## config.mk

```make
export PLATFORM = sky130hd
export DESIGN_NAME = uart_abd
export DESIGN_NICKNAME = d
export VERILOG_FILES = /design/src/rtl/uart_abd_pkg.sv /design/src/rtl/uart_abd.sv
export SDC_FILE = /design/constraint.sdc
export NUM_CORES = 1
export LEC_CHECK = 0
export ABC_AREA = 1
export BUFFER_PORTS_ARGS = -buffer_cell sky130_fd_sc_hd__clkbuf_2
export CORE_ASPECT_RATIO = 1.25
export CORE_MARGIN = 4
export CORE_UTILIZATION = 50
export CTS_BUF_LIST = sky130_fd_sc_hd__clkbuf_4 sky130_fd_sc_hd__clkbuf_8
export DETAILED_ROUTE_END_ITERATION = 6
export PLACE_DENSITY_LB_ADDON = 0.2
export SYNTH_ARGS = -nofsm -noshare
export SYNTH_HDL_FRONTEND = slang
export SYNTH_SLANG_ARGS = --single-unit
```

## constraint.sdc

```tcl
create_clock -name clock -period 6.3 [get_ports clock]
set_input_delay 0.63 -clock clock [delete_from_list [all_inputs] [get_ports clock]]
set_output_delay 0.63 -clock clock [all_outputs]
set_load 0.02 [all_outputs]
```

## src/rtl/uart_abd_pkg.sv

```systemverilog
// constants, types and register map of the auto-baud, wake and break block
// ------------------------------------------------------------
// Summary of operation
// - sync 0x55 rising edges time divisor counter
// - enable starts calibration, receiver held idle
// - counting starts at first rise after start
// - fifth rise: keep count, self-clear, set flag
// - receive data read clears the receive flag
// - divisor pair is one 16-bit counter
// - counter advances at one eighth base rate
// - counter starts at one, not zero
// - select bits pick base and calibration clocks
// - with wake, measure byte after the break
// - overflow sets flags, counting continues
// - idle low until fifth rise; reflag after read
// - wake mode disables reception, watches falling edge
// - wake event sets receive flag at once
// - wake bit self-clears on break's rising edge
// - non-zero character: first low time wakes
// - break is start, twelve zeros, stop
// - data write with break and transmit enable bits starts break
// - break bit self-clears after stop bit
// - divisor write clears the baud timer
// ------------------------------------------------------------
package uart_abd_pkg;
    // register offsets
    localparam logic [2:0] baud_control_off = 3'h0;
    localparam logic [2:0] transmit_status_off = 3'h1;
    localparam logic [2:0] divisor_low_off = 3'h2;
    localparam logic [2:0] divisor_high_off = 3'h3;
    localparam logic [2:0] receive_data_off = 3'h4;
    localparam logic [2:0] transmit_data_off = 3'h5;
    localparam logic [2:0] flag_status_off = 3'h6;
    // baud_control_reg fields
    localparam int autobaud_enable_pos = 0;
    localparam int wake_pos = 1;
    localparam int wide_pos = 3;
    localparam int rxidle_pos = 6;
    localparam int ovf_pos = 7;
    // transmit_status_reg fields, then the flag status register bit
    localparam int shift_empty_status_pos = 1;
    localparam int hs_pos = 2;
    localparam int send_break_bit_pos = 3;
    localparam int transmit_enable_bit_pos = 5;
    localparam int rflag_pos = 0;
    // reset value, calibration start value and sync character
    localparam logic [15:0] divisor_rst = 16'h0000;
    localparam logic [15:0] abd_start_val = 16'h0001;
    localparam logic [7:0] abd_sync_char = 8'h55;
    // break shape: start plus twelve zeros low, then stop
    localparam logic [3:0] break_low_bits = 4'hd;
    localparam logic [3:0] break_last_bit = 4'he;
    localparam logic [2:0] abd_edges = 3'h5;
    localparam int sync_stages = 2;

    typedef struct packed {
        logic wide;
        logic high_speed;
        logic send_break;
        logic tx_enable;
    } ctrl_s;

    typedef enum logic [3:0] {
        abd_idle = 4'b0001,
        abd_wait_start = 4'b0010,
        abd_wait_rise = 4'b0100,
        abd_count = 4'b1000
    } abd_state_e;

    typedef enum logic [1:0] {
        tx_idle = 2'b01,
        tx_break = 2'b10
    } tx_state_e;
endpackage

```

## src/rtl/uart_abd.sv

```systemverilog
// auto-baud detect, wake-on-edge and break transmit logic of the serial port
`timescale 1ns/100ps
module uart_abd
    import uart_abd_pkg::*;
#(
    parameter int DIV_W = 16
)
(
    input wire logic clock,
    input wire logic nrst,
    input wire logic ce,
    input wire logic [2:0] addr,
    input wire logic [7:0] wdata,
    input wire logic wr,
    input wire logic rd,
    output logic [7:0] rdata,
    input wire logic receive_line_pin,
    output logic tx_pin,
    output logic receive_flag
);

    if (DIV_W != 16)
    begin : g_check
        $error("divisor width must be 16");
    end

    // ------------------------------------------------------------
    // reset release and receive synchroniser
    // ------------------------------------------------------------
    logic [1:0] rst_sync;
    logic rst_n;
    logic [sync_stages-1:0] rx_sync;
    logic rx_prev;

    always_ff @(posedge clock or negedge nrst)
    begin
        if (!nrst)
            rst_sync <= 2'b00;
        else
            rst_sync <= {rst_sync[0], 1'b1};
    end
    assign rst_n = rst_sync[1];

    // first stage is read only by the second
    always_ff @(posedge clock or negedge rst_n)
    begin
        if (!rst_n)
        begin
            rx_sync <= '1;
            rx_prev <= 1'b1;
        end
        else if (ce)
        begin
            rx_sync <= {rx_sync[0], receive_line_pin};
            rx_prev <= rx_sync[1];
        end
    end

    wire rx_s = rx_sync[1];
    wire rx_rise = rx_s & ~rx_prev;
    wire rx_fall = ~rx_s & rx_prev;

    // ------------------------------------------------------------
    // register decode
    // ------------------------------------------------------------
    ctrl_s ctrl;
    logic autobaud_enable;
    logic wake_on_edge_enable;
    logic autobaud_overflow_flag;
    logic [15:0] divisor_counter;
    abd_state_e abd_state;
    tx_state_e tx_state;
    logic [2:0] rise_cnt;
    logic wake_armed;

    wire wr_bctl = wr && addr == baud_control_off;
    wire wr_tsta = wr && addr == transmit_status_off;
    wire wr_dlo = wr && addr == divisor_low_off;
    wire wr_dhi = wr && addr == divisor_high_off;
    wire wr_tdat = wr && addr == transmit_data_off;
    wire rd_rdat = rd && addr == receive_data_off;
    wire wr_div = wr_dlo | wr_dhi;

    wire receive_idle_status = abd_state == abd_idle && !wake_armed;
    wire shift_empty_status = tx_state == tx_idle;

    wire [7:0] bctl_view = {autobaud_overflow_flag, receive_idle_status, 2'b00,
        ctrl.wide, 1'b0, wake_on_edge_enable, autobaud_enable};
    wire [7:0] tsta_view = {2'b00, ctrl.tx_enable, 1'b0, ctrl.send_break,
        ctrl.high_speed, shift_empty_status, 1'b0};

    logic [7:0] next_rdata;
    always_comb
    begin
        case (addr)
            baud_control_off: next_rdata = bctl_view;
            transmit_status_off: next_rdata = tsta_view;
            divisor_low_off: next_rdata = divisor_counter[7:0];
            divisor_high_off: next_rdata = divisor_counter[15:8];
            flag_status_off: next_rdata = {7'h00, receive_flag};
            default: next_rdata = 8'h00;
        endcase
    end

    always_ff @(posedge clock or negedge rst_n)
    begin
        if (!rst_n)
            rdata <= 8'h00;
        else if (ce)
            rdata <= rd ? next_rdata : 8'h00;
    end

    // ------------------------------------------------------------
    // baud generator prescale
    // ------------------------------------------------------------
    function automatic logic [8:0] base_mask(input logic wide, input logic hs);
        case ({wide, hs})
            2'b00: base_mask = 9'h03f;
            2'b11: base_mask = 9'h003;
            default: base_mask = 9'h00f;
        endcase
    endfunction

    logic [8:0] pre;
    logic [15:0] baud_timer;
    wire [8:0] bmask = base_mask(ctrl.wide, ctrl.high_speed);
    wire [8:0] amask = {bmask[5:0], 3'b111};
    wire base_tick = (pre & bmask) == bmask;
    wire abd_tick = (pre & amask) == amask;
    wire [15:0] div_eff = ctrl.wide ? divisor_counter : {8'h00, divisor_counter[7:0]};
    wire bit_tick = base_tick && baud_timer == 16'h0000;

    always_ff @(posedge clock or negedge rst_n)
    begin
        if (!rst_n)
        begin
            pre <= 9'h000;
            baud_timer <= 16'h0000;
        end
        else if (ce)
        begin
            if (wr_div)
            begin
                pre <= 9'h000;
                baud_timer <= 16'h0000;
            end
            else
            begin
                pre <= pre + 9'h001;
                if (base_tick)
                    baud_timer <= baud_timer == 16'h0000 ? div_eff : baud_timer - 16'h0001;
            end
        end
    end

    // ------------------------------------------------------------
    // auto-baud and wake state
    // ------------------------------------------------------------
    // measurement waits while a wake break is still pending
    wire abd_go = autobaud_enable && !wake_on_edge_enable;
    wire abd_done = abd_state == abd_count && rx_rise && rise_cnt == abd_edges - 3'h1;
    wire abd_ovf = abd_state == abd_count && abd_tick && divisor_counter == 16'hffff;
    wire wake_event = wake_on_edge_enable && !wake_armed && rx_fall;
    wire wake_end = wake_on_edge_enable && wake_armed && rx_rise;

    abd_state_e next_abd_state;
    always_comb
    begin
        case (abd_state)
            abd_idle: next_abd_state = abd_go ? abd_wait_start : abd_idle;
            abd_wait_start: next_abd_state = rx_fall ? abd_wait_rise : abd_wait_start;
            abd_wait_rise: next_abd_state = rx_rise ? abd_count : abd_wait_rise;
            abd_count: next_abd_state = abd_done ? abd_idle : abd_count;
            default: next_abd_state = abd_idle;
        endcase
        if (!autobaud_enable)
            next_abd_state = abd_idle;
    end

    always_ff @(posedge clock or negedge rst_n)
    begin
        if (!rst_n)
        begin
            abd_state <= abd_idle;
            rise_cnt <= 3'h0;
        end
        else if (ce)
        begin
            abd_state <= next_abd_state;
            if (abd_state == abd_wait_rise)
                rise_cnt <= 3'h1;
            else if (abd_state == abd_count && rx_rise)
                rise_cnt <= rise_cnt + 3'h1;
        end
    end

    // hardware count outranks a software write of the divisor pair
    always_ff @(posedge clock or negedge rst_n)
    begin
        if (!rst_n)
            divisor_counter <= divisor_rst;
        else if (ce)
        begin
            if (abd_state == abd_wait_rise && rx_rise)
                divisor_counter <= abd_start_val;
            else if (abd_state == abd_count && abd_tick && !abd_done)
                divisor_counter <= divisor_counter + 16'h0001;
            else if (wr_dlo)
                divisor_counter[7:0] <= wdata;
            else if (wr_dhi)
                divisor_counter[15:8] <= wdata;
        end
    end

    always_ff @(posedge clock or negedge rst_n)
    begin
        if (!rst_n)
        begin
            autobaud_enable <= 1'b0;
            wake_on_edge_enable <= 1'b0;
            autobaud_overflow_flag <= 1'b0;
            wake_armed <= 1'b0;
        end
        else if (ce)
        begin
            if (abd_done)
                autobaud_enable <= 1'b0;
            else if (wr_bctl)
                autobaud_enable <= wdata[autobaud_enable_pos];
            if (wake_end)
                wake_on_edge_enable <= 1'b0;
            else if (wr_bctl)
                wake_on_edge_enable <= wdata[wake_pos];
            if (abd_ovf)
                autobaud_overflow_flag <= 1'b1;
            else if (wr_bctl && !wdata[ovf_pos])
                autobaud_overflow_flag <= 1'b0;
            // any low time wakes, even a non-zero character's
            if (wake_event)
                wake_armed <= 1'b1;
            else if (wake_end || !wake_on_edge_enable)
                wake_armed <= 1'b0;
        end
    end

    // set wins over the read that clears
    always_ff @(posedge clock or negedge rst_n)
    begin
        if (!rst_n)
            receive_flag <= 1'b0;
        else if (ce)
        begin
            if (abd_done || abd_ovf || wake_event)
                receive_flag <= 1'b1;
            else if (rd_rdat)
                receive_flag <= 1'b0;
        end
    end

    // ------------------------------------------------------------
    // break transmitter
    // ------------------------------------------------------------
    logic [3:0] bit_idx;
    wire tx_start = wr_tdat && ctrl.send_break && ctrl.tx_enable;
    wire tx_end = tx_state == tx_break && bit_tick && bit_idx == break_last_bit - 4'h1;

    always_ff @(posedge clock or negedge rst_n)
    begin
        if (!rst_n)
        begin
            tx_state <= tx_idle;
            bit_idx <= 4'h0;
            tx_pin <= 1'b1;
            ctrl.wide <= 1'b0;
            ctrl.high_speed <= 1'b0;
            ctrl.send_break <= 1'b0;
            ctrl.tx_enable <= 1'b0;
        end
        else if (ce)
        begin
            case (tx_state)
                tx_idle:
                    if (tx_start && shift_empty_status)
                    begin
                        tx_state <= tx_break;
                        bit_idx <= 4'h0;
                    end
                tx_break:
                    if (tx_end)
                        tx_state <= tx_idle;
                    else if (bit_tick)
                        bit_idx <= bit_idx + 4'h1;
                default: tx_state <= tx_idle;
            endcase
            tx_pin <= !(tx_state == tx_break && bit_idx < break_low_bits);
            // whole control struct has one writer process
            if (wr_bctl)
                ctrl.wide <= wdata[wide_pos];
            if (wr_tsta)
            begin
                ctrl.high_speed <= wdata[hs_pos];
                ctrl.tx_enable <= wdata[transmit_enable_bit_pos];
            end
            if (tx_end)
                ctrl.send_break <= 1'b0;
            else if (wr_tsta)
                ctrl.send_break <= wdata[send_break_bit_pos];
        end
    end

    // ------------------------------------------------------------
    // checks
    // ------------------------------------------------------------
    a_done_self_clear: assert property (@(posedge clock) disable iff (!rst_n)
        ce && abd_done |=> !autobaud_enable && receive_flag && receive_idle_status)
        else $error("calibration end did not clear enable and set flag");
    a_count_from_one: assert property (@(posedge clock) disable iff (!rst_n)
        ce && abd_state == abd_wait_rise && rx_rise |=> divisor_counter == 16'h0001)
        else $error("calibration count did not start at one");
    a_overflow_flags: assert property (@(posedge clock) disable iff (!rst_n)
        ce && abd_ovf |=> autobaud_overflow_flag && receive_flag && divisor_counter == 16'h0000)
        else $error("overflow did not set flags or wrap");
    a_read_clears_flag: assert property (@(posedge clock) disable iff (!rst_n)
        ce && rd_rdat && !(abd_done || abd_ovf || wake_event) |=> !receive_flag)
        else $error("receive data read did not clear flag");
    a_wake_sets_flag: assert property (@(posedge clock) disable iff (!rst_n)
        ce && wake_event |=> receive_flag && wake_armed)
        else $error("wake edge did not set receive flag");
    a_wake_self_clear: assert property (@(posedge clock) disable iff (!rst_n)
        ce && wake_end |=> !wake_on_edge_enable && receive_idle_status)
        else $error("wake bit did not clear at break end");
    a_abd_waits_wake: assert property (@(posedge clock) disable iff (!rst_n)
        ce && wake_on_edge_enable && abd_state == abd_idle |=> abd_state == abd_idle)
        else $error("measurement started during wake break");
    a_break_low_start: assert property (@(posedge clock) disable iff (!rst_n)
        ce && tx_state == tx_idle && tx_start ##1 ce |=> !tx_pin && !shift_empty_status)
        else $error("break did not drive line low");
    a_break_end_clear: assert property (@(posedge clock) disable iff (!rst_n)
        ce && tx_end |=> !ctrl.send_break && shift_empty_status)
        else $error("break end did not clear send bit");
    a_div_write_timer: assert property (@(posedge clock) disable iff (!rst_n)
        ce && wr_div |=> baud_timer == 16'h0000 && pre == 9'h000)
        else $error("divisor write did not clear timer");
    a_abd_tick_rate: assert property (@(posedge clock) disable iff (!rst_n)
        abd_tick |-> base_tick)
        else $error("calibration clock not aligned to base clock");
endmodule

```

## Word-level counts from Yosys, hierarchy flattened

Index checks and enable logic that the tools add are counted.
Widths: inputs -> output; s select.

| operators by class | value |
|---|---|
| $add $sub $neg | 5 |
| $lt $le $gt $ge | 1 |
| equality and inequality tests | 23 |
| multiplexer cells | 40 |
| bitwise gates (word level) | 7 |
| reductions and logical operators | 62 |

Operators with widths:

| operator | count |
|---|---|
| $mux 16 | 6 |
| $pmux 8 s5 | 1 |
| $mux 8 | 4 |
| $logic_and 1x1->1 | 26 |
| $mux 4 | 6 |
| $reduce_and 2->1 | 11 |
| $and 9x9->9 | 2 |
| $eq 9x9->1 | 2 |
| $reduce_bool 2->1 | 9 |
| $add 16x1->16 const B | 1 |
| $eq 16x16->1 const B | 1 |
| $logic_not 16->1 | 1 |
| $pmux 4 s4 | 1 |
| $sub 16x1->16 const B | 1 |
| $eq 3x3->1 const B | 4 |
| $mux 1 | 12 |
| $pmux 6 s2 | 1 |
| $add 9x1->9 const B | 1 |
| $mux 3 | 3 |
| $mux 9 | 1 |
| $eq 4x4->1 const B | 2 |
| $pmux 4 s2 | 1 |
| $eq 3x2->1 const B | 2 |
| $mux 2 | 3 |
| 23 further kinds | 36 |

| storage, ports and cells | value |
|---|---|
| register bits | 77 |
| input bits | 17 |
| output and inout port bits | 10 |
| logic and storage cells | 160 |

## Logic depth before layout (Yosys ltp)

Gate-level depths: netlist (run 1).

| depth | value |
|---|---|
| depth in word-level cells | 10 |
| mapped depth | 12 |

## Worst setup path before layout (run 1)

No wires, ideal clock.

| path | value |
|---|---|
| kind | input-to-reg |
| from | input ce |
| to | register pre[7] |
| setup time | 0.126 ns |
| arrival | 1.502 ns |
| required time | 6.174 ns |
| path slack | 4.672 ns |
| stages on the path | 7 |
| path through | buf_2 -> nand2_1 -> nor3b_1 -> nand2_1 -> nor2_1 -> xor2_1 -> nor2_1 |

RTL lines:

| item | line | RTL |
|---|---|---|
| start, declared | uart_abd.sv:11 | `input wire logic ce,` |
| end signal, assigned | uart_abd.sv:149 | `pre <= pre + 9'h001;` |
| end, declared | uart_abd.sv:124 | `logic [8:0] pre;` |

## Worst setup path after layout (run 1)

| path | value |
|---|---|
| from | input ce |
| to | register baud_timer[2] |

| on the way | value |
|---|---|
| longest elaborated chain between the ends | 1 |

Ends and longest elaborated chain:

| item | line | RTL |
|---|---|---|
| $reduce_and 2->1 (no source line) | - |  |
| end signal, assigned | uart_abd.sv:151 | `baud_timer <= baud_timer == 16'h0000 ? div_eff : baud_timer - 16'h0001;` |
| end, declared | uart_abd.sv:125 | `logic [15:0] baud_timer;` |

Every way passes these cells.
A chain may end at the register's enable or synchronous reset.

==> run_results.csv, run 1 <==
group,metric,value,unit
cts,cts_root_buf,"clkbuf_8",
cells_and_area,drive_above_1_share,11.26,%
sta,clock-skew-final,0.01091,ns
critical_path,crit_slowest_cell,"nor2_1",
routing,drc,0,
critical_path,timing.rr.start,"baud_timer[0]",
logic_synthesis,synth-async-reset-ratio,100.0,%
pwr,power_density,508.2,nW/um2
logic_synthesis,ys.flop_type,"dfrtp_1",
logic_synthesis,synth_cell_types,48,
placement,place_ws,3.849,ns
logic_synthesis,ys_warn_count,0,
cts,cts_setup_buffers,0,
placement,dpl.cell_count,838,
sta,clock.fmax,0.4783,GHz
floorplanning,start_util,51.26,%
cells_and_area,area_delta_synth_final,9.677,%
logic_synthesis,avgSynthCellArea,7.078,um2
sta,setup_viol,0,
routing,postRouteAntennaNets,0,
sta,final.setup.tns,0,ns
routing,wl_per_cell,15.13,um
critical_path,crit_fanout,26,
routing,first_pass_iters,5,
cts,cts_tree,"done",
critical_path,worstPathRequired,6.59,ns
critical_path,startpoint_type,"primary input",
sta,setup_ws,4.209,ns
routing,vias_per_cell,5.467,
cells_and_area,final_nets,749,
logic_synthesis,syn_area,4926,um2
sta,drv_slew,0,
sta,worst_slew_margin_rel,32.64,%
critical_path,worstPathArrival,2.38,ns
sta,period_needed,2.091,ns
floorplanning,pin_count,27,
logic_synthesis,syn_inst,696,
logic_synthesis,ys_seq_area_share,39.27,%
cts,cts_resized,0,
cts,hold_buffers,0,
routing,drt-initial-drc-count,321,
cts,clkTransAtPathRegs,0.08,ns
floorplanning,dieArea,11510,um2
logic_synthesis,synth.ff_latch_count,77,
cts,cts.htree.levels,3,
logic_synthesis,syn_nets,722,
critical_path,max_stage_delay,0.69,ns
sta,final-hold-violation-count,0,
placement,port_buffers,26,
grt,grt_pass1_vias,4499,
cts,clk-insertion-delay-late,0.37,ns
cts,cts_buffers,9,
grt,gr-usage-all-layers,22.96,%
floorplanning,die_w,96.78,um
critical_path,path_class,"in -> reg",
grt,grt-ovfl-total,0,
logic_synthesis,synth_edf_count,0,
grt,antenna_found_initial,0,
cts,cts_sinks,77,
routing,wl,12920,um
routing,vias,4669,
placement,dpl.hpwl,9611,um
sta,fin_crit_sh,33.19,%
flow_run,drv_cap,0,
grt,grt_pass1_wl,21420,um
outcome,status,"finished, final reports clean",
critical_path,endpoint_kind,"flop",
cells_and_area,n_fill_cell,922,
floorplanning,num_rows,40,
sta,tightest_slew,1.010,ns
cts,clockBufferDepth,2,
cells_and_area,diodes,0,
critical_path,crit_chain,"clkbuf_2 > nand2_1 > nor2_1 > inv_1 > o21ai_0",
grt,grt_max_degree,76,
cells_and_area,final_cells,854,
pwr,leakagePower,2.772,nW
sta,rsz0062_at_grt,"false",
pwr,ir_worst_vdd,280.3,uV
cells_and_area,final_util,56.22,%
critical_path,startpoint,"ce",
cells_and_area,multi_input_area,2559,um2
hold_path,hold_path.class,"in -> async",
cells_and_area,seq_area,1938,um2
floorplanning,die_y,119.0,um
placement,gp_congestion,0.9161,
floorplanning,core,9609,um2
[layer usage]
layer  global-route usage, %  wire length (um)  vias to the layer above
met1                   29.21              5613                     2193
met5                       0                 0                        -
met4                   9.043               341                        0
li1                        -                 -                     2301
met2                   39.12              6340                      147
met3                   3.574               627                       28
[synthesized netlist by cell type, types with 2 or more instances]
library cell,number,area (um2)
nor3b_1,2,15.01
buf_4,2,15.01
a21oi_4,3,48.80
o21bai_1,3,22.52
nor2_4,4,45.04
o21ai_1,13,65.06
nor3_2,2,20.02
nand3_2,2,20.02
xnor2_1,3,26.28
nor2_1,64,240.2
o21ai_0,58,290.3
nand2_4,2,22.52
nand2_1,210,788.3
a22oi_1,2,15.01
inv_2,7,26.28
xor2_1,10,87.58
nand2_2,5,31.28
buf_6,2,22.52
a22o_1,2,17.52
a31oi_1,3,18.77
inv_1,90,337.8
nand4_1,17,106.4
buf_2,4,20.02
o21a_1,2,15.01
nand3_1,45,225.2
dfstp_2,6,157.7
nor3_1,11,55.05
o22ai_1,10,62.56
nand3b_1,2,15.01
ha_1,9,112.6
dfrtp_1,71,1777
clkbuf_1,2,7.510
a21oi_1,11,55.05
nor2_2,3,18.77
[cell type report]
type / instances / area share [%]
Tap cell: 126 / 2.918
Inverter: 98 / 6.809
Clock inverter: 4 / 1.806
Timing Repair Buffer: 26 / 2.409
Sequential cell: 77 / 35.87
Clock buffer: 12 / 2.825
Multi-Input combinational cell: 511 / 47.36
[sequential cells by signal (all words and copies together), names as in the netlist, 2 cells and up]
register,count
abd_state,4
divisor_counter,16
rise_cnt,3
bit_idx,4
pre,9
tx_state,2
rst_sync,2
rdata,8
baud_timer,16
ctrl,3
rx_sync,2
[cell families after synthesis]
logic type	after synthesis	synth area share, %
buffers and inverters	108	8.788
other	1	0.07613
DFF	77	39.27
AOI/OAI and AO/OA	114	13.61
adders and majority gates	9	2.286
and+or+nand+nor	374	33.66
xor gates and xnor gates	13	2.311
[critical path, delay by kind of cell]
kind            cells  cell delay (ns)
simple gates        2             0.83
buf+inv             2             0.69
compound gates      1             0.22
[metrics by stage]
stage,cell area (um2),total power (W),hold slack (ns)
after floorplan,4926,0.001905,0.3312
after global placement,5152,0.002245,0.3444
after detailed placement,5152,0.002264,0.3380
after CTS,5403,0.002740,0.02763
after global routing,5403,0.002987,0.02008
final,5403,0.002746,0.03681
[power breakdown]
group | leakage (nW) | internal, W | switching (W)
clock network | 0.124 | 0.000283 | 0.000187
logic | 1.66 | 0.000496 | 0.000990
registers | 0.986 | 0.000624 | 0.000165
total | 2.77 | 0.00140 | 0.00134
[layout by cell type (no fill, tap or decap), types with 11 or more instances in the layout]
| cell | netlist | final |
|---|---|---|
| a21oi_1 | 11 | 11 |
| nor2_1 | 64 | 64 |
| inv_1 | 90 | 90 |
| nand2_1 | 210 | 210 |
| nor3_1 | 11 | 11 |
| nand3_1 | 45 | 45 |
| nand4_1 | 17 | 17 |
| o21ai_1 | 13 | 13 |
| o21ai_0 | 58 | 58 |
| dfrtp_1 | 71 | 70 |
| clkbuf_2 | 0 | 26 |
[path summary, 6_finish.rpt]
| path | endpoint | cells after the start | slack (ns) |
|---|---|---|---|
| worst max-delay path | baud_timer[2] | 5 | 4.21 |
| worst min-delay path | rst_sync[1] | 1 | 0.04 |
| worst max register to register | bit_idx[0] | 11 | 4.32 |
| worst min register to register | rst_sync[1] | 0 | 0.36 |
| max in group asynchronous | ctrl[1] | 0 | 5.13 |
| min in group clock | rst_sync[1] | 0 | 0.36 |
Note: power is estimated with default switching activity, not from simulation.
==> inputs of run 2 (changes only) <==
==> constraint.sdc (replaced) <==
create_clock -name clock -period 1.79 [get_ports clock]
set_input_delay 0.179 -clock clock [delete_from_list [all_inputs] [get_ports clock]]
set_output_delay 0.179 -clock clock [all_outputs]
set_load 0.02 [all_outputs]
==> run 2 against run 1 <==
  * Sequential share of layout area fell by 1.9 points
  * Global-route usage rose by 1.5 points
  * Critical path type is now reg -> reg
  * Largest power group unchanged
  * Cell area rose by 5.7%
  * Worst hold slack got worse by 0.026 ns
  * Clock skew fell by 0.0027 ns
==> run_results.csv, run 2 (same netlist as run 1, synthesis figures left out) <==
group,metric,value,unit
critical_path,crit_fanout,6,
cells_and_area,top_regs,"baud_timer (16), divisor_counter (16), pre (9)",
grt,grt_pass1_vias,4706,
cts,cts_buffers,9,
grt,gr-usage-all-layers,24.50,%
critical_path,worstPathArrival,1.97,ns
hold_path,hold_path.class,"in -> reg",
sta,drv_slew,0,
grt,grt_pass1_wl,22830,um
sta,final.setup.tns,0,ns
cells_and_area,n_fill_cell,937,
cts,cts_sinks,77,
cts,clockBufferDepth,2,
floorplanning,pin_count,27,
critical_path,startpoint_type,"flop",
cells_and_area,final_cell_mix,"208 x nand2_1, 89 x inv_1, 68 x dfrtp_1",
cts,cts_root_buf,"clkbuf_8",
sta,final-hold-violation-count,0,
pwr,power_frac_seq,26.9,%
pwr,power_density,1777,nW/um2
cells_and_area,final_nets,783,
critical_path,cp_top_family,"simple AND/OR/NAND/NOR gates",
critical_path,path_class,"reg -> reg",
cts,clk-insertion-delay-late,0.37,ns
placement,dpl.cell_count,861,
grt,grt-ovfl-total,0,
outcome,status,"finished, final reports clean",
floorplanning,dieArea,11510,um2
floorplanning,die_w,96.78,um
sta,clock.fmax,0.5897,GHz
sta,setup_viol,0,
critical_path,crit_buf_inv,4,
critical_path,endpoint_kind,"flop",
pwr,leakagePower,2.924,nW
cells_and_area,final_cells,888,
routing,postRouteAntennaNets,0,
placement,dpl.hpwl,10500,um
critical_path,crit_slowest_cell,"dfrtp_1",
routing,wl,13810,um
sta,period_needed,1.696,ns
floorplanning,num_rows,40,
cells_and_area,diodes,0,
critical_path,crit_chain,"inv_2 > ha_2 > inv_1 > nor2_1 > nand4_1 > nor2_4 > buf_6 > o21ai_0 > nand2_1 > inv_1 > nand2_1 > nand2_1",
flow_run,drv_cap,0,
grt,grt_max_degree,33,
critical_path,worstPathRequired,2.06,ns
cells_and_area,area_delta_synth_final,15.87,%
sta,clock-skew-final,0.008188,ns
routing,first_pass_iters,5,
routing,vias,4809,
cells_and_area,final_area,5708,um2
critical_path,max_stage_delay,0.39,ns
pwr,pwr-share-comb,59.2,%
pwr,p_sw,0.004865,W
pwr,intPower,0.005276,W
cts,clkTransAtPathRegs,0.08,ns
cts,cts_tree,"done",
cts,cts.htree.levels,3,
routing,vias_per_cell,5.416,
cells_and_area,drive_above_1_share,16.67,%
routing,wl_per_cell,15.55,um
critical_path,cp_common_cell,"nand2_1",
pwr,swShare,47.98,%
placement,placed_area,5338,um2
cells_and_area,final_common_cell,"nand2_1",
sta,fin_crit_sh,94.74,%
pwr,power.share.clock,13.9,%
grt,antenna_found_initial,0,
routing,drc,0,
pwr,power,0.01014,W
placement,gp_congestion,0.9616,
floorplanning,die_y,119.0,um
placement,port_buffers,26,
floorplanning,start_util,51.26,%
routing,drt-initial-drc-count,322,
pwr,ir_worst_vdd,1000,uV
floorplanning,core,9609,um2
## run 2: cell types whose count changed in the layout (fill, tap and decap cells not counted), sizes merged
| cell | change |
|---|---|
| clkinvlp | +1 |
| inv | +1 |
| bufinv | -2 |
| clkinv | +1 |
| clkbuf | -1 |
| buf | +33 |
| dlygate4sd3 | +1 |
## run 2: metal layers
metal	vias to the layer above	GRT usage, %	routed length, um
li1	2381	-	-
met1	2260	31.59	6038
met2	141	41.45	6738
met3	27	4.511	658
met4	0	8.165	376
met5	-	0	0
## run 2: area by class of cell
cell class	instances	area, um2	share of cell area [%]
repair buffers	60	404.1	7.080
multi-input cells	511	2626	46.01
well taps	126	157.7	2.762
flip-flops and latches	77	1941	34.00
clock inverters	5	56.30	0.9864
clock buffers	11	151.4	2.652
inverters	98	371.6	6.510
## run 2: final timing paths
check / from / to / slack, ns / cells after the start
worst max-delay path: baud_timer[1] / baud_timer[11] / 0.09 / 12
worst min-delay path: receive_line_pin / rx_sync[0] / 0.01 / 3
worst max register to register: baud_timer[1] / baud_timer[11] / 0.09 / 12
worst min register to register: rst_sync[1] / pre[6] / 0.24 / 0
max in group asynchronous: rst_sync[1] / tx_state[0] / 1.00 / 1
min in group asynchronous: nrst / rst_sync[1] / 0.11 / 2
## run 2: power groups by stage
stage / registers, W / logic, W / clock network, W
after floorplan: 0.00265 / 0.00406 / 0
after global placement: 0.00273 / 0.00543 / 0
after global routing: 0.00279 / 0.00672 / 0.00152
after CTS: 0.00272 / 0.00552 / 0.00143
after detailed placement: 0.00275 / 0.00548 / 0
final: 0.00273 / 0.00600 / 0.00140
## run 2: worst min-delay path, cell delays in order
cell and delay [ns]:
clkbuf_2 0.08, nand2_1 0.06, nand2_1 0.05
## run 2: metrics by stage
step	setup slack (ns)	utilization, %	hold slack, ns
2_1_floorplan	0.2738	-	-0.1166
3_3_place_gp	0.04804	55.55	-0.03541
3_5_place_dp	-0.02410	55.55	-0.03447
4_1_cts	0.01608	57.86	0.01559
5_1_grt	-0.02714	59.40	0.03346
6_report	0.09415	59.40	0.01084
## run 2: what timing repair did
action                     in CTS  in global routing
gates resized for setup         1                 20
hold endpoints to repair        2                  0
setup endpoints to repair       8                 24
hold buffers                    1                  0
pin swaps                       0                  7
setup buffers                   0                 10
